`config.mk`:
```
export PLATFORM = sky130hd
export DESIGN_NAME = isw_control
export DESIGN_NICKNAME = d
export VERILOG_FILES = /design/src/isw_prescaler.v /design/src/isw_wait_timer.v /design/src/isw_control.v
export VERILOG_INCLUDE_DIRS = /design/src
export SDC_FILE = /design/constraint.sdc
export NUM_CORES = 1
export LEC_CHECK = 0
export ABC_AREA = 1
export BUFFER_PORTS_ARGS = -buffer_cell sky130_fd_sc_hd__buf_2
export CAP_MARGIN = 20
export CORE_MARGIN = 10
export CORE_UTILIZATION = 64
export DETAILED_ROUTE_END_ITERATION = 8
export PLACE_DENSITY = 0.87
export SYNTH_ARGS = -nofsm -noshare
export SYNTH_HDL_FRONTEND = slang
export SYNTH_SLANG_ARGS = --single-unit
```
`constraint.sdc`:
```
create_clock -name hclk -period 7.1 [get_ports hclk]
set_clock_uncertainty 0.05 [all_clocks]
set_input_delay 2.13 -clock hclk [delete_from_list [all_inputs] [get_ports hclk]]
set_output_delay 2.13 -clock hclk [all_outputs]
set_load 0.005 [all_outputs]
```
`src/isw_defs.vh`:
```
// Constants for the interrupt, sleep and watchdog control block.
`ifndef ISW_DEFS_VH
`define ISW_DEFS_VH
// Byte addresses on the register bus.
`define ISW_ADDR_POWER_CONTROL_REG      12'h020
`define ISW_ADDR_WAKE      12'h024
`define ISW_ADDR_IEN       12'h038
`define ISW_ADDR_IFLAG     12'h03C
`define ISW_ADDR_OPTION    12'h040
`define ISW_ADDR_STATUS    12'h044
`define ISW_ADDR_DIR       12'h048
`define ISW_ADDR_CFG       12'h04C
// Field positions.
`define ISW_POWER_CONTROL_REG_WDTEN     7
`define ISW_POWER_CONTROL_REG_EXTPIN    6
`define ISW_OPT_EDGE       6
`define ISW_OPT_ASSIGN     3
`define ISW_IEN_GLOBAL     7
`define ISW_IRQ_TIMER      0
`define ISW_IRQ_PORT       1
`define ISW_IRQ_EXT        2
`define ISW_STAT_TO        4
`define ISW_STAT_PD        3
// Reset values.
`define ISW_POWER_CONTROL_REG_RST       8'hA0
`define ISW_OPTION_RST     8'h3F
`define ISW_DIR_RST        8'hFF
`define ISW_PRESC_RST      8'hFF
// Vectors.
`define ISW_VEC_IRQ        10'h008
`define ISW_VEC_SWI        10'h002
// Clock-oscillator modes in the configuration register.
`define ISW_MODE_HF        3'h0
`define ISW_MODE_LF        3'h1
`define ISW_MODE_XT        3'h2
`define ISW_MODE_IRC       3'h3
`define ISW_MODE_EXT_RES_INT_CAP_MODE      3'h4
`define ISW_MODE_ERC       3'h5
// Times in microseconds, clock in MHz.
`define ISW_CLK_MHZ        125
`define ISW_T_RC_US        650
`define ISW_T_18MS_US      18000
`define ISW_T_4MS5_US      4500
`define ISW_T_288MS_US     288000
`define ISW_T_72MS_US      72000
`endif

```
`src/isw_prescaler.v`:
```
// Shared 8-bit down-counting prescaler for timer or watchdog.
`timescale 1ns/1ps
module isw_prescaler (
    input  wire       hclk,
    input  wire       hresetn,
    input  wire       clear,
    input  wire       tick,
    input  wire [3:0] ratio,
    output reg        pulse
);
`include "isw_defs.vh"
    reg  [7:0] count;
    wire [7:0] reload;
    // Ratio 0 means 1:1, then doubling; count reloads to 2**ratio-1, starting from all ones.
    assign reload = (8'hFF >> (4'h8 - ratio));

    always @(posedge hclk or negedge hresetn) begin
        if (!hresetn) begin
            count <= `ISW_PRESC_RST;
            pulse <= 1'b0;
        end else begin
            pulse <= 1'b0;
            if (clear) begin
                count <= `ISW_PRESC_RST;
            end else if (tick) begin
                if (count == 8'h00 || count > reload) begin
                    count <= reload;
                    pulse <= 1'b1;
                end else begin
                    count <= count - 8'h01;
                end
            end
        end
    end
endmodule // isw_prescaler

```
`src/isw_wait_timer.v`:
```
// Wake-up start-up wait counter.
`timescale 1ns/1ps
module isw_wait_timer (
    input  wire        hclk,
    input  wire        hresetn,
    input  wire        start,
    input  wire [31:0] cycles,
    output wire        busy,
    output reg         done
);
    reg [31:0] remain;
    assign busy = (remain != 32'h0);
    always @(posedge hclk or negedge hresetn) begin
        if (!hresetn) begin
            remain <= 32'h0;
            done   <= 1'b0;
        end else begin
            done <= (remain == 32'h1);
            if (start) begin
                remain <= cycles;
            end else if (busy) begin
                remain <= remain - 32'h1;
            end
        end
    end
endmodule // isw_wait_timer

```
`src/isw_control.v`:
```
// Interrupt, sleep, watchdog and reset-cause control with an AHB-Lite register slave.
//
// Chosen here: the AHB-Lite register port and the register addresses.
`timescale 1ns/1ps
module isw_control #(
    parameter [31:0] CYC_18MS  = 32'd2250000,
    parameter [31:0] CYC_4MS5  = 32'd562500,
    parameter [31:0] CYC_288MS = 32'd36000000,
    parameter [31:0] CYC_72MS  = 32'd9000000,
    parameter [31:0] CYC_RC    = 32'd81250
) (
    input  wire        hclk,
    input  wire        hresetn,
    input  wire        hsel,
    input  wire [11:0] haddr,
    input  wire [1:0]  htrans,
    input  wire        hwrite,
    input  wire [2:0]  hsize,
    input  wire [31:0] hwdata,
    input  wire        hready,
    output reg  [31:0] hrdata,
    output wire        hreadyout,
    output wire        hresp,
    input  wire        power_on_n,
    input  wire        low_voltage,
    input  wire        external_reset_pin_n,
    input  wire        clear_watchdog_instr,
    input  wire        sleep_instr,
    input  wire        return_from_irq_instr,
    input  wire        soft_irq_instr,
    input  wire        timer_write_instr,
    input  wire        timer_rollover,
    input  wire        port_b_access,
    input  wire        ext_irq_pin,
    input  wire [7:0]  port_b_in,
    input  wire        watchdog_osc_tick,
    output wire        timer_tick,
    output reg         vector_valid,
    output reg  [9:0]  vector_addr,
    output reg         device_reset,
    output reg         asleep,
    output wire        osc_stop,
    output wire        pins_hold,
    output wire        core_stall
);
`include "isw_defs.vh"
    // Clock-cycle counts derived from times.
    localparam [31:0] RC_CYC = `ISW_T_RC_US * `ISW_CLK_MHZ;

    // ************************************************************
    // Registers
    // ************************************************************
    reg  [7:0]  power_control_reg;
    reg  [7:0]  wake_select_reg;
    reg  [7:0]  irq_enable_reg;
    reg  [2:0]  irq_flags;
    reg  [7:0]  option_reg;
    reg  [7:0]  port_dir;
    reg  [4:0]  cfg_reg;
    reg         timeout_flag_n;
    reg         powerdown_flag_n;
    reg  [31:0] wd_count;
    reg         ext_s1, ext_s2, ext_prev;
    reg  [7:0]  pb_s1, pb_s2, pb_ref;
    reg         req_valid;
    reg         req_write;
    reg  [11:0] req_addr;
    reg         wake_pending_vec;
    reg         wd_fire;
    reg         rst_cause_wd;

    wire        global_irq_enable     = irq_enable_reg[`ISW_IEN_GLOBAL];
    wire        watchdog_enable_bit   = power_control_reg[`ISW_POWER_CONTROL_REG_WDTEN];
    wire        prescaler_assign_bit  = option_reg[`ISW_OPT_ASSIGN];
    wire [2:0]  prescaler_ratio_field = option_reg[2:0];
    wire        ext_edge_select       = option_reg[`ISW_OPT_EDGE];
    wire [1:0]  startup_time_select   = cfg_reg[1:0];
    wire [2:0]  osc_mode              = cfg_reg[4:2];
    wire        rc_mode = (osc_mode == `ISW_MODE_IRC) || (osc_mode == `ISW_MODE_EXT_RES_INT_CAP_MODE) ||
                          (osc_mode == `ISW_MODE_ERC);

    // ************************************************************
    // Bus slave
    // ************************************************************
    wire accept = hsel && hready && htrans[1];
    wire wr     = req_valid && req_write;
    assign hreadyout = 1'b1;
    assign hresp     = 1'b0;

    always @(posedge hclk or negedge hresetn) begin
        if (!hresetn) begin
            req_valid <= 1'b0;
            req_write <= 1'b0;
            req_addr  <= 12'h000;
        end else begin
            req_valid <= accept;
            req_write <= hwrite;
            req_addr  <= haddr;
        end
    end

    // Read data is registered at the address phase so it stands in the data phase.
    always @(posedge hclk or negedge hresetn) begin
        if (!hresetn) begin
            hrdata <= 32'h0;
        end else if (accept && !hwrite) begin
            case (haddr)
                `ISW_ADDR_POWER_CONTROL_REG:   hrdata <= {24'h0, power_control_reg};
                `ISW_ADDR_WAKE:   hrdata <= {24'h0, wake_select_reg};
                `ISW_ADDR_IEN:    hrdata <= {24'h0, irq_enable_reg};
                `ISW_ADDR_IFLAG:  hrdata <= {29'h0, irq_flags & irq_enable_reg[2:0]};
                `ISW_ADDR_STATUS: hrdata <= {27'h0, timeout_flag_n, powerdown_flag_n, 3'h0};
                `ISW_ADDR_CFG:    hrdata <= {27'h0, cfg_reg};
                default:          hrdata <= 32'h0; // Option and direction are write-only.
            endcase
        end
    end

    // ************************************************************
    // Prescaler and watchdog
    // ************************************************************
    // A shared reset covers every source; the chip-level reset net is device_reset.
    wire wd_clear_evt = clear_watchdog_instr || sleep_instr;
    wire presc_clear  = device_reset ||
                        (prescaler_assign_bit ? wd_clear_evt : timer_write_instr);
    wire presc_tick   = prescaler_assign_bit ? watchdog_osc_tick : 1'b1;
    wire presc_pulse;
    wire [3:0] ratio  = prescaler_assign_bit ? {1'b0, prescaler_ratio_field}
                                             : {1'b0, prescaler_ratio_field} + 4'h1;

    isw_prescaler u_presc (
        .hclk    (hclk),
        .hresetn (hresetn),
        .clear   (presc_clear),
        .tick    (presc_tick),
        .ratio   (ratio),
        .pulse   (presc_pulse)
    );

    assign timer_tick = !prescaler_assign_bit && presc_pulse;
    wire   wd_step    = prescaler_assign_bit ? presc_pulse : watchdog_osc_tick;

    reg [31:0] wd_limit;
    always @* begin
        case (startup_time_select)
            2'h0:    wd_limit = CYC_18MS;
            2'h1:    wd_limit = CYC_4MS5;
            2'h2:    wd_limit = CYC_288MS;
            default: wd_limit = CYC_72MS;
        endcase
    end

    always @(posedge hclk or negedge hresetn) begin
        if (!hresetn) begin
            wd_count <= 32'h0;
            wd_fire  <= 1'b0;
        end else begin
            wd_fire <= 1'b0;
            if (wd_clear_evt || device_reset || !watchdog_enable_bit) begin
                wd_count <= 32'h0;
            end else if (wd_step) begin
                if (wd_count + 32'h1 >= wd_limit) begin
                    wd_count <= 32'h0;
                    wd_fire  <= 1'b1;
                end else begin
                    wd_count <= wd_count + 32'h1;
                end
            end
        end
    end

    // ************************************************************
    // Reset sources and reset-cause flags
    // ************************************************************
    wire ext_reset_evt = !power_on_n || low_voltage || !external_reset_pin_n;
    always @(posedge hclk or negedge hresetn) begin
        if (!hresetn) begin
            device_reset     <= 1'b1;
            rst_cause_wd     <= 1'b0;
            timeout_flag_n   <= 1'b1;
            powerdown_flag_n <= 1'b1;
        end else begin
            device_reset <= ext_reset_evt || wd_fire;
            rst_cause_wd <= wd_fire;
            if (!power_on_n || low_voltage) begin
                timeout_flag_n   <= 1'b1;
                powerdown_flag_n <= 1'b1;
            end else if (wd_fire) begin
                timeout_flag_n <= 1'b0;
            end else if (sleep_instr) begin
                timeout_flag_n   <= 1'b1;
                powerdown_flag_n <= 1'b0;
            end else if (clear_watchdog_instr) begin
                timeout_flag_n   <= 1'b1;
                powerdown_flag_n <= 1'b1;
            end
        end
    end

    // ************************************************************
    // Pin synchronisers and edge detection
    // ************************************************************
    always @(posedge hclk or negedge hresetn) begin
        if (!hresetn) begin
            ext_s1   <= 1'b0;
            ext_s2   <= 1'b0;
            ext_prev <= 1'b0;
            pb_s1    <= 8'h00;
            pb_s2    <= 8'h00;
            pb_ref   <= 8'h00;
        end else begin
            ext_s1   <= ext_irq_pin;
            ext_s2   <= ext_s1;
            ext_prev <= ext_s2;
            pb_s1    <= port_b_in;
            pb_s2    <= pb_s1;
            if (port_b_access) begin
                pb_ref <= pb_s2;
            end
        end
    end

    wire ext_edge = ext_edge_select ? (ext_s2 && !ext_prev)
                                    : (!ext_s2 && ext_prev);
    wire ext_pin_mode = power_control_reg[`ISW_POWER_CONTROL_REG_EXTPIN];
    wire [7:0] pb_watch = wake_select_reg & port_dir & {7'h7F, !ext_pin_mode};
    wire port_change = |((pb_s2 ^ pb_ref) & pb_watch);

    // ************************************************************
    // Flags, enables and vectoring
    // ************************************************************
    wire [2:0] pending = irq_flags & irq_enable_reg[2:0];
    wire       take    = global_irq_enable && (|pending) && !asleep && !core_stall;
    wire       wake_evt = asleep && ((ext_edge && irq_enable_reg[`ISW_IRQ_EXT]) ||
                          (port_change && irq_enable_reg[`ISW_IRQ_PORT]));
    wire       wait_done;
    reg  [31:0] wait_cycles;

    always @* begin
        if (rc_mode) begin
            wait_cycles = CYC_RC;
        end else begin
            wait_cycles = wd_limit;
        end
    end

    isw_wait_timer u_wait (
        .hclk    (hclk),
        .hresetn (hresetn),
        .start   (wake_evt),
        .cycles  (wait_cycles),
        .busy    (core_stall),
        .done    (wait_done)
    );

    always @(posedge hclk or negedge hresetn) begin
        if (!hresetn) begin
            power_control_reg <= `ISW_POWER_CONTROL_REG_RST;
            wake_select_reg   <= 8'h00;
            irq_enable_reg    <= 8'h00;
            irq_flags         <= 3'h0;
            option_reg        <= `ISW_OPTION_RST;
            port_dir          <= `ISW_DIR_RST;
            cfg_reg           <= 5'h00;
            asleep            <= 1'b0;
            wake_pending_vec  <= 1'b0;
            vector_valid      <= 1'b0;
            vector_addr       <= 10'h000;
        end else begin
            vector_valid <= 1'b0;
            if (wr) begin
                case (req_addr)
                    `ISW_ADDR_POWER_CONTROL_REG:   power_control_reg <= hwdata[7:0];
                    `ISW_ADDR_WAKE:   wake_select_reg   <= hwdata[7:0];
                    `ISW_ADDR_IEN:    irq_enable_reg    <= {hwdata[7], 4'h0, hwdata[2:0]};
                    `ISW_ADDR_OPTION: option_reg        <= {1'b0, hwdata[6:0]};
                    `ISW_ADDR_DIR:    port_dir          <= hwdata[7:0];
                    `ISW_ADDR_CFG:    cfg_reg           <= hwdata[4:0];
                    default:          cfg_reg           <= cfg_reg;
                endcase
            end
            // Software clears flags by writing zeros; a same-cycle event still sets.
            irq_flags <= ((wr && req_addr == `ISW_ADDR_IFLAG) ? (irq_flags & hwdata[2:0])
                                                                 : irq_flags)
                       | {ext_edge,
                          port_change && irq_enable_reg[`ISW_IRQ_PORT],
                          timer_rollover};
            if (take) begin
                irq_enable_reg[`ISW_IEN_GLOBAL] <= 1'b0;
                vector_valid <= 1'b1;
                vector_addr  <= `ISW_VEC_IRQ;
            end else if (soft_irq_instr) begin
                vector_valid <= 1'b1;
                vector_addr  <= `ISW_VEC_SWI;
            end else if (return_from_irq_instr) begin
                irq_enable_reg[`ISW_IEN_GLOBAL] <= 1'b1;
            end
            if (sleep_instr) begin
                asleep <= 1'b1;
            end else if (wake_evt) begin
                wake_pending_vec <= global_irq_enable;
            end else if (wait_done) begin
                asleep           <= 1'b0;
                wake_pending_vec <= 1'b0;
            end
            if (device_reset) begin
                asleep <= 1'b0;
            end
        end
    end

    assign osc_stop  = asleep && !core_stall;
    assign pins_hold = asleep;
endmodule // isw_control

```
==> impl_metrics.json, run 1 <==
{
  "fp.dieH_um": 145,
  "first_pass_iters": 8,
  "start_util_pct": 65.8,
  "ys_ff_latch": 172,
  "slowest_stage": "dfrtp_1",
  "end_kind": "output port",
  "crit_family": "simple AND/OR/NAND/NOR gates",
  "post_drt_wl_per_cell_um": 15.0,
  "internal-power_mw": 1.60,
  "grt_pass1_vias": 8416,
  "drt_wl_total_mm": 23.9,
  "peakVddDrop_uv": 183,
  "clkTransAtPathRegs_ps": 70,
  "crit_top_cell": "nand2_1",
  "cp_max_fo": 5,
  "syn2layout_area_growth_pct": 9.76,
  "slowest_delay_ps": 380,
  "cp.required_ps": 4920,
  "cts_made_buffers": 17,
  "port_buffers": 62,
  "clkPwrFrac_pct": 41.1,
  "critPathKind": "reg -> out",
  "htree_num_levels": 4,
  "core_region_area_sq_um": 15300,
  "dp_hpwl_mm": 17.2,
  "hold_viol": 0,
  "seqCellArea_sq_um": 4340,
  "swShare_pct": 28.5,
  "tritoncts": "yes",
  "slew_violations": 0,
  "syn_avg_cell_area_sq_um": 7.69,
  "diodes": 0,
  "crit_path_cell_trace": "inv_1 -> ha_1 -> nand2_1 -> nor2_1 -> nand2_1 -> nor4_1 -> nand2_1 -> nor2_1 -> buf_2",
  "fmax_mhz": 213,
  "clock-sinks": 172,
  "yosysWarnings": 0,
  "postCtsSetupBuffers": 0,
  "setup_tns_ps": 0,
  "syn-cell-area_sq_um": 10000,
  "die_w_um": 145,
  "layout.nets": 1477,
  "maxCapViolCount": 0,
  "gp_congestion": 0.918,
  "clock-root-buffer": "clkbuf_16",
  "cts_hold_buffers": 0,
  "crit_buf_inv": 2,
  "power_mw": 2.23,
  "worstSkewPairLatency_ps": 440,
  "pwr-share-seq_pct": 48.2,
  "cts_resized": 0,
  "ys_types": 45,
  "p_sw_mw": 0.636,
  "max_slew_margin_pct": 36.9,
  "p_comb_share_pct": 10.7,
  "grt_usage_pct": 22.6,
  "first_iter_violations": 840,
  "antenna_found_initial": 0,
  "total_leakage_power_nw": 5.64,
  "drc_errors": 0,
  "dieArea_sq_um": 21100,
  "grt_max_degree": 73,
  "post-route-min-period_ps": 4690,
  "cts_buffer_depth": 2,
  "hp-class": "reg -> reg",
  "power.density_nw_per_um2": 203,
  "overflow": 0,
  "io_pins": 125,
  "period_share_pct": 66.1,
  "layout-drive-gt1-share_pct": 13.1,
  "grt_setup_unrepaired": "no",
  "num_vias": 8724,
  "utilization_pct": 72.2,
  "largestRegisters": "u_wait.remain x32, wd_count x32, req_addr x12",
  "fill_cells": 1193,
  "start_kind": "register",
  "status": "complete, no violations",
  "yosysSeqAreaShare_pct": 43.2,
  "antenna_left": 0,
  "cp.arrival_ps": 2510,
  "worstMarginPinSlew_ps": 944,
  "multi_input_area_sq_um": 4860,
  "setup_viol_count_final": 0,
  "num_rows": 45,
  "routed_via_density": 5.47,
  "netlist_instances": 1305,
  "grt_pass1_wl_mm": 40.3
}
[logic make-up after synthesis]
logic type | count (synthesis) | share of synthesized area [%]
AOI/OAI and AO/OA | 123 | 6.86
xor gates and xnor gates | 48 | 4.19
adders and majority gates | 32 | 3.99
buffers and inverters | 210 | 9.54
DFF | 172 | 43.2
muxes | 8 | 0.898
other | 2 | 0.0748
and+or+nand+nor | 710 | 31.2
[cells in the mapped netlist (all sizes together)]
cell type  number  area (sq um)
clkinv          4          15.0
a32o            7          70.1
nor2          193           806
nor3b           3          22.5
a31oi           1          6.26
xor2           34           298
dfrtp         147          3680
xnor2          14           123
and2            1          6.26
nor3           13          70.1
nand3         111           618
a22oi           1          7.51
inv           152           571
or3             1          6.26
o21ai          72           360
a21oi          34           185
or2             9          56.3
nand3b          4          30.0
clkbuf         12          45.0
nor2b           1          6.26
o22ai           1          6.26
dfstp          25           657
nand4          21           131
buf            42           327
o211ai          6          45.0
a21boi          1          7.51
conb            2          7.51
nand2         342          1310
ha             32           400
mux2            8          90.1
nor4           11          68.8
[cell type report]
class | instances | share of cell area (%)
multi-input combinational | 955 | 44.1
sequential | 172 | 39.4
inverter | 156 | 5.32
clock buffer | 18 | 3.99
timing repair buffer | 69 | 3.42
tap | 211 | 2.40
clock inverter | 14 | 1.37
[power by group through the flow]
stage / Combinational, mW / Sequential (mW) / Clock [mW]
after floorplan: 0.179 / 1.08 / 0
after global routing: 0.275 / 1.08 / 0.977
after global placement: 0.229 / 1.09 / 0
final: 0.238 / 1.08 / 0.918
after CTS: 0.238 / 1.08 / 0.931
after detailed placement: 0.236 / 1.09 / 0
[routing by layer]
| metal | track usage [%] | part of all wire (%) | up-vias |
|---|---|---|---|
| li1 | - | - | 4239 |
| met1 | 28.9 | 43 | 4104 |
| met2 | 37.2 | 49 | 330 |
| met3 | 5.00 | 6.5 | 51 |
| met4 | 7.63 | 2.3 | 0 |
| met5 | 0 | 0 | - |
[layout by cell type, fill, tap and decap left out, types with 12 or more instances in the layout]
| cell | instances |
|---|---|
| a21oi_1 | 32 |
| buf_2 | 61 |
| clkbuf_16 | 17 |
| conb_1 | 34 |
| dfrtp_1 | 147 |
| dfstp_2 | 25 |
| ha_1 | 32 |
| inv_1 | 149 |
| nand2_1 | 334 |
| nand3_1 | 100 |
| nand4_1 | 21 |
| nor2_1 | 180 |
| nor3_1 | 12 |
| o21ai_0 | 72 |
| xnor2_1 | 14 |
| xor2_1 | 34 |
[worst reg2reg max path, stage by stage, from the launching register on]
cell and delay (ps):
dfstp_2 570, ha_1 230, or2_2 260, o21ai_0 150, ha_1 250, inv_1 50
ha_1 280, inv_1 50, nor2_1 320, nand2_1 100, ha_1 290, nand2_1 80
nor2_1 180, nand2_1 80, o211ai_1 90, o21ai_0 120, nand2_1 290, inv_1 220
nand2_1 90, o21ai_0 80, a21oi_1 140
[per-stage QoR]
stage               hold slack, ps  area [sq um]  std cells  setup slack, ps
global route                   310         11000       1595             2110
finish                         300         11000       1595             2410
floorplan                      281         10200       1337             3320
detailed placement             286         10400       1562             2820
global placement               282         10400       1562             2810
CTS                            299         11000       1594             2420
[path summary, 6_finish.rpt]
kind / from / endpoint / slack (ps) / cells after the start
min in group asynchronous: hresetn / req_addr[4]$_DFF_PN0_ / 1650 / 1
max in group asynchronous: hresetn / hrdata[3]$_DFFE_PN0P_ / 4250 / 2
min reg2reg: pb_s1[7]$_DFF_PN0_ / pb_s2[7]$_DFF_PN0_ / 300 / 0
max reg2reg: option_reg[0]$_DFFE_PN1P_ / u_presc.count[1]$_DFFE_PN1P_ / 3080 / 20
min: pb_s1[7]$_DFF_PN0_ / pb_s2[7]$_DFF_PN0_ / 300 / 0
max: u_wait.remain[0]$_DFFE_PN0P_ / osc_stop / 2410 / 9
No activity file was read; power rests on OpenSTA's default activity.
==> run 2: changes to the inputs <==
Settings changed: CORE_UTILIZATION 64 to 53, PLACE_DENSITY 0.87 to 0.77.
Clock period 7.1 ns to 3.9 ns, I/O delays scaled along.
==> run 2 against run 1 <==
  * Routed wire length decreased by 0.59%
  * Core utilization decreased by 12 points
  * First-iteration DRC count decreased by 21%
  * Largest cell class unchanged
  * Critical path depth unchanged
  * Clock power increased by 93%
  * Hold slack got worse by 1.8 ps
  * Worst setup slack got worse by 2100 ps
  * Combinational power increased by 85%
  * Die area increased by 18%
  * Power increased by 87%
  * Sequential cell count unchanged
  * Sequential power increased by 81%
==> impl_metrics.json, run 2 (synthesis results as in run 1) <==
{
  "internal-power_mw": 3.03,
  "end_kind": "output port",
  "syn2layout_area_growth_pct": 10.9,
  "overflow": 0,
  "gp_congestion": 0.916,
  "tritoncts": "yes",
  "antenna_left": 0,
  "swShare_pct": 27.3,
  "start_util_pct": 53.8,
  "antenna_found_initial": 0,
  "core_region_area_sq_um": 18600,
  "reg2reg_depth": 21,
  "grt_max_degree": 71,
  "grtUsageMet3_pct": 4.10,
  "die_w_um": 158,
  "post-route-min-period_ps": 3630,
  "routed_via_density": 5.25,
  "met2_usage_pct": 32.1,
  "path_depth": 9,
  "cts_hold_buffers": 0,
  "port_buffers": 62,
  "cp.required_ps": 2680,
  "min_path_cells": 0,
  "cp.arrival_ps": 2410,
  "dieArea_sq_um": 24800,
  "setup_viol_count_final": 0,
  "hp-class": "reg -> reg",
  "pwr-share-seq_pct": 47.0,
  "largestRegisters": "u_wait.remain x32, wd_count x32, req_addr x12",
  "layout.nets": 1485,
  "crit_buf_inv": 2,
  "fmax_mhz": 275,
  "fp.dieH_um": 158,
  "crit_family": "simple AND/OR/NAND/NOR gates",
  "post_drt_wl_per_cell_um": 14.6,
  "num_rows": 50,
  "cts_resized": 0,
  "total_leakage_power_nw": 5.68,
  "critPathKind": "reg -> out",
  "grt_pass1_vias": 8243,
  "peakVddDrop_uv": 339,
  "status": "complete, no violations",
  "cts_buffer_depth": 2,
  "layout-drive-gt1-share_pct": 13.8,
  "crit_path_cell_trace": "inv_1 -> ha_1 -> nand2_1 -> nor2_1 -> nand2_1 -> nor4_1 -> nand2_1 -> nor2_1 -> buf_2",
  "first_pass_iters": 5,
  "clkPwrFrac_pct": 42.5,
  "p_comb_share_pct": 10.6,
  "grt_usage_pct": 19.6,
  "dp_hpwl_mm": 17.9,
  "htree_num_levels": 4,
  "slowest_delay_ps": 390,
  "top_usage_layer": "met2",
  "mostFrequentLayoutCells": "nand2_1 (333), nor2_1 (180), inv_1 (149), dfrtp_1 (147), nand3_1 (100)",
  "slew_violations": 0,
  "clock-sinks": 172,
  "grt_setup_unrepaired": "no",
  "clkTransAtPathRegs_ps": 70,
  "worstMarginPinSlew_ps": 645,
  "setup_tns_ps": 0,
  "power.density_nw_per_um2": 374,
  "layout_commonest_cell": "nand2_1",
  "grt_pass1_wl_mm": 39.5,
  "max_slew_margin_pct": 56.6,
  "cts_made_buffers": 17,
  "maxCapViolCount": 0,
  "p_sw_mw": 1.14,
  "cp_max_fo": 5,
  "start_kind": "register",
  "power_mw": 4.17,
  "first_iter_violations": 666,
  "clock-root-buffer": "clkbuf_16",
  "worstSkewPairLatency_ps": 440,
  "met1_usage_pct": 25.4,
  "drc_errors": 0,
  "drt_wl_total_mm": 23.8,
  "period_share_pct": 93.1,
  "crit_top_cell": "nand2_1",
  "num_vias": 8538,
  "slowest_stage": "dfrtp_1",
  "hold_viol": 0,
  "io_pins": 125,
  "postCtsSetupBuffers": 0,
  "diodes": 0
}
==> run 2: cell count changes in the layout (fill, tap and decap cells not counted), moves of 2 or more <==
| cell | delta |
|---|---|
| bufinv_16 | +2 |
| buf_4 | +9 |
| o21ai_0 | -2 |
| clkinv_4 | -2 |
| inv_6 | +2 |
| clkinv_8 | -2 |
==> run 2: per-stage QoR <==
stage	area [sq um]	setup slack, ps	hold slack [ps]	std cells	util [%]
floorplan	10200	515	281	1337	-
global placement	10500	297	282	1594	56.3
detailed placement	10500	225	285	1594	56.3
CTS	11100	187	300	1626	59.6
global route	11100	69.6	301	1626	59.7
finish	11100	270	298	1626	59.7
==> run 2: final cells by class <==
cell class / count / area [sq um]
clock inverters: 14 / 175
well taps: 234 / 293
multi-input cells: 955 / 4870
flip-flops and latches: 172 / 4340
repair buffers: 77 / 429
fillers: 1693 / 7510
clock buffers: 18 / 439
inverters: 156 / 586
==> run 2: final timing paths <==
check,startpoint,to,slack [ps]
worst min register to register,pb_s1[6]$_DFF_PN0_,pb_s2[6]$_DFF_PN0_,300
worst min-delay path,pb_s1[6]$_DFF_PN0_,pb_s2[6]$_DFF_PN0_,300
max in group asynchronous,hresetn,port_dir[0]$_DFFE_PN1P_,2190
worst max register to register,option_reg[1]$_DFFE_PN1P_,u_presc.count[0]$_DFFE_PN1P_,350
min in group asynchronous,hresetn,req_write$_DFF_PN0_,680
worst max-delay path,u_wait.remain[0]$_DFFE_PN0P_,osc_stop,270
==> run 2: power groups by stage <==
stage / clock network, mW / logic [mW] / registers (mW)
floorplan: 0 / 0.325 / 1.97
global placement: 0 / 0.424 / 1.98
detailed placement: 0 / 0.437 / 1.99
CTS: 1.80 / 0.440 / 1.96
global route: 1.89 / 0.506 / 1.97
finish: 1.77 / 0.440 / 1.96
==> run 2: metal layers <==
metal / wire, um / share of wire, %
met1: 10500 / 44
met2: 11300 / 48
met3: 1400 / 5.9
met4: 521 / 2.2
met5: 0 / 0
==> run 3: changes to the inputs <==
==> constraint.sdc (replaced) <==
create_clock -name hclk -period 3.9 [get_ports hclk]
set_clock_uncertainty 0.05 [all_clocks]
set_input_delay 0.78 -clock hclk [delete_from_list [all_inputs] [get_ports hclk]]
set_output_delay 0.78 -clock hclk [all_outputs]
set_load 0.005 [all_outputs]
==> run 3 against run 2 <==
  * Via count is 0.47% higher
  * Sequential power hardly changed
  * Cell area is 0.35% lower
  * Clock power is 6% lower
  * Routed wire length is 0.39% higher
  * Count of clock-buffer cells in the layout is 1 higher
  * Hold slack better by 0.68 ps
  * Core utilization is 0.21 points lower
  * Non-clock buffer count is 2 lower
  * Sequential cell count stayed put
  * Critical path depth is 11 higher
  * Highest routed layer unchanged
==> impl_metrics.json, run 3 (synthesis results as in run 1) <==
{
  "start_util_pct": 53.8,
  "setup_viol_count_final": 0,
  "layout-drive-gt1-share_pct": 13.7,
  "worstMarginPinSlew_ps": 1020,
  "start_kind": "register",
  "grt_pass1_vias": 8228,
  "io_pins": 125,
  "wl_met1_mm": 10.9,
  "num_vias": 8578,
  "end_kind": "register",
  "cts_made_buffers": 17,
  "diodes": 0,
  "gp_congestion": 0.924,
  "layout_commonest_cell": "nand2_1",
  "first_iter_violations": 695,
  "worstReg2RegStart": "option_reg[0]$_DFFE_PN1P_",
  "die_w_um": 158,
  "clock-sinks": 172,
  "layout.nets": 1483,
  "tritoncts": "yes",
  "layoutNonFillerInstCount": 1624,
  "maxCapViolCount": 0,
  "status": "complete, no violations",
  "seqCellArea_sq_um": 4340,
  "syn2layout_area_growth_pct": 10.5,
  "place_inst": 1592,
  "min_path_cells": 0,
  "cp_max_fo": 8,
  "wl_met2_mm": 11.4,
  "num_rows": 50,
  "power.density_nw_per_um2": 366,
  "clkTransAtPathRegs_ps": 70,
  "hp-class": "reg -> reg",
  "htree_num_levels": 4,
  "first_pass_iters": 5,
  "peakVddDrop_uv": 325,
  "regToRegSetupSlack_ps": 320,
  "max_slew_margin_pct": 31.4,
  "cp.arrival_ps": 3900,
  "multi_input_area_sq_um": 4880,
  "drt_wl_total_mm": 23.9,
  "hold_viol": 0,
  "clock-root-buffer": "clkbuf_16",
  "cts_hold_buffers": 0,
  "post-route-min-period_ps": 3580,
  "post_drt_wl_per_cell_um": 14.7,
  "met3_length_mm": 1.24,
  "reg2reg_depth": 20,
  "port_buffers": 62,
  "grt_setup_unrepaired": "no",
  "core_region_area_sq_um": 18600,
  "dp_hpwl_mm": 17.7,
  "period_share_pct": 91.8,
  "critPathKind": "reg -> reg",
  "dieArea_sq_um": 24800,
  "grt_max_degree": 96,
  "routed_via_density": 5.28,
  "drc_errors": 0,
  "fill_cells": 1671,
  "mostFrequentLayoutCells": "nand2_1 (333), nor2_1 (179), inv_1 (149), dfrtp_1 (147), nand3_1 (100)",
  "maxUsedRoutingLayer": "met4",
  "grt_usage_pct": 19.6,
  "worstSkewPairLatency_ps": 430,
  "cts_buffer_depth": 2,
  "min_to": "pb_s2[1]$_DFF_PN0_",
  "grt_pass1_wl_mm": 39.9,
  "fp.dieH_um": 158,
  "slew_violations": 0,
  "r2r_end": "u_presc.count[3]$_DFFE_PN1P_",
  "largestRegisters": "u_wait.remain x32, wd_count x32, req_addr x12",
  "overflow": 0,
  "antenna_found_initial": 0,
  "setup_tns_ps": 0,
  "antenna_left": 0,
  "hold_start": "pb_s1[1]$_DFF_PN0_",
  "cp.required_ps": 4220,
  "fmax_mhz": 279,
  "power_mw": 4.06,
  "total_leakage_power_nw": 5.66
}
-- run 3: cell count changes in the layout (fill, tap and decap cells not counted) --
cell / change
clkbuf_1: +1
a21oi_2: +1
clkinv_4: +4
inv_6: -3
a21oi_1: -1
clkinv_2: +1
inv_8: -2
nor2_1: -1
bufinv_16: -1
nor2_4: +1
buf_4: -2
-- run 3: timing repair --
item                                   CTS  global route
setup endpoints to repair                0             8
endpoints found under the hold margin    0             0
gates resized for setup                  0             8
buffers inserted                         0             0
-- run 3: through the flow --
stage                     hold WS (ps)  worst slack, ps  area (sq um)  util, %
after floorplan                    281              515         10200        -
after global placement             282              319         10500     56.3
after detailed placement           285              289         10500     56.3
after CTS                          300              179         11100     59.4
after global routing               302             78.6         11100     59.5
final                              299              320         11100     59.5
-- run 3: worst max-delay path by stage --
stage	startpoint	end	slack [ps]	depth (start not counted)
3_5_place_dp	option_reg[0]$_DFFE_PN1P_	u_presc.count[3]$_DFFE_PN1P_	290	19
6_report	option_reg[0]$_DFFE_PN1P_	u_presc.count[3]$_DFFE_PN1P_	320	20
5_1_grt	option_reg[0]$_DFFE_PN1P_	u_presc.count[3]$_DFFE_PN1P_	80	20
2_1_floorplan	option_reg[0]$_DFFE_PN1P_	u_presc.count[7]$_DFFE_PN1P_	510	20
4_1_cts	option_reg[0]$_DFFE_PN1P_	u_presc.count[3]$_DFFE_PN1P_	180	20
3_3_place_gp	option_reg[0]$_DFFE_PN1P_	u_presc.count[3]$_DFFE_PN1P_	320	19
-- run 3: metal layers --
layer | up-vias | track usage (%)
li1 | 4252 | -
met1 | 4039 | 25.4
met2 | 254 | 32.9
met5 | - | 0
met4 | 0 | 5.97
met3 | 33 | 3.28
-- run 3: critical path: stages, from the launching register on --
cell	delay [ps]
dfstp_2	560
ha_1	220
or2_2	280
o21ai_2	90
ha_2	200
inv_1	40
ha_1	290
inv_1	90
a21oi_2	180
inv_1	60
ha_1	300
a21oi_1	160
o21ai_0	90
nand2_1	80
o211ai_1	80
o21ai_1	100
nand2_2	130
buf_4	170
o21ai_0	190
nor2_1	80
nor2_1	90
-- run 3: power breakdown --
group | internal (mW) | switching, mW
Clock | 0.911 | 0.756
Sequential | 1.88 | 0.0800
Combinational | 0.159 | 0.278
Total | 2.95 | 1.11
-- run 3: final cells by class --
cell class                 count  share of cell area, %
multi-input combinational    955                   44.0
sequential                   172                   39.1
inverter                     156                   5.28
clock buffer                  19                   3.99
timing repair buffer          75                   3.73
tap                          234                   2.64
clock inverter                13                   1.23
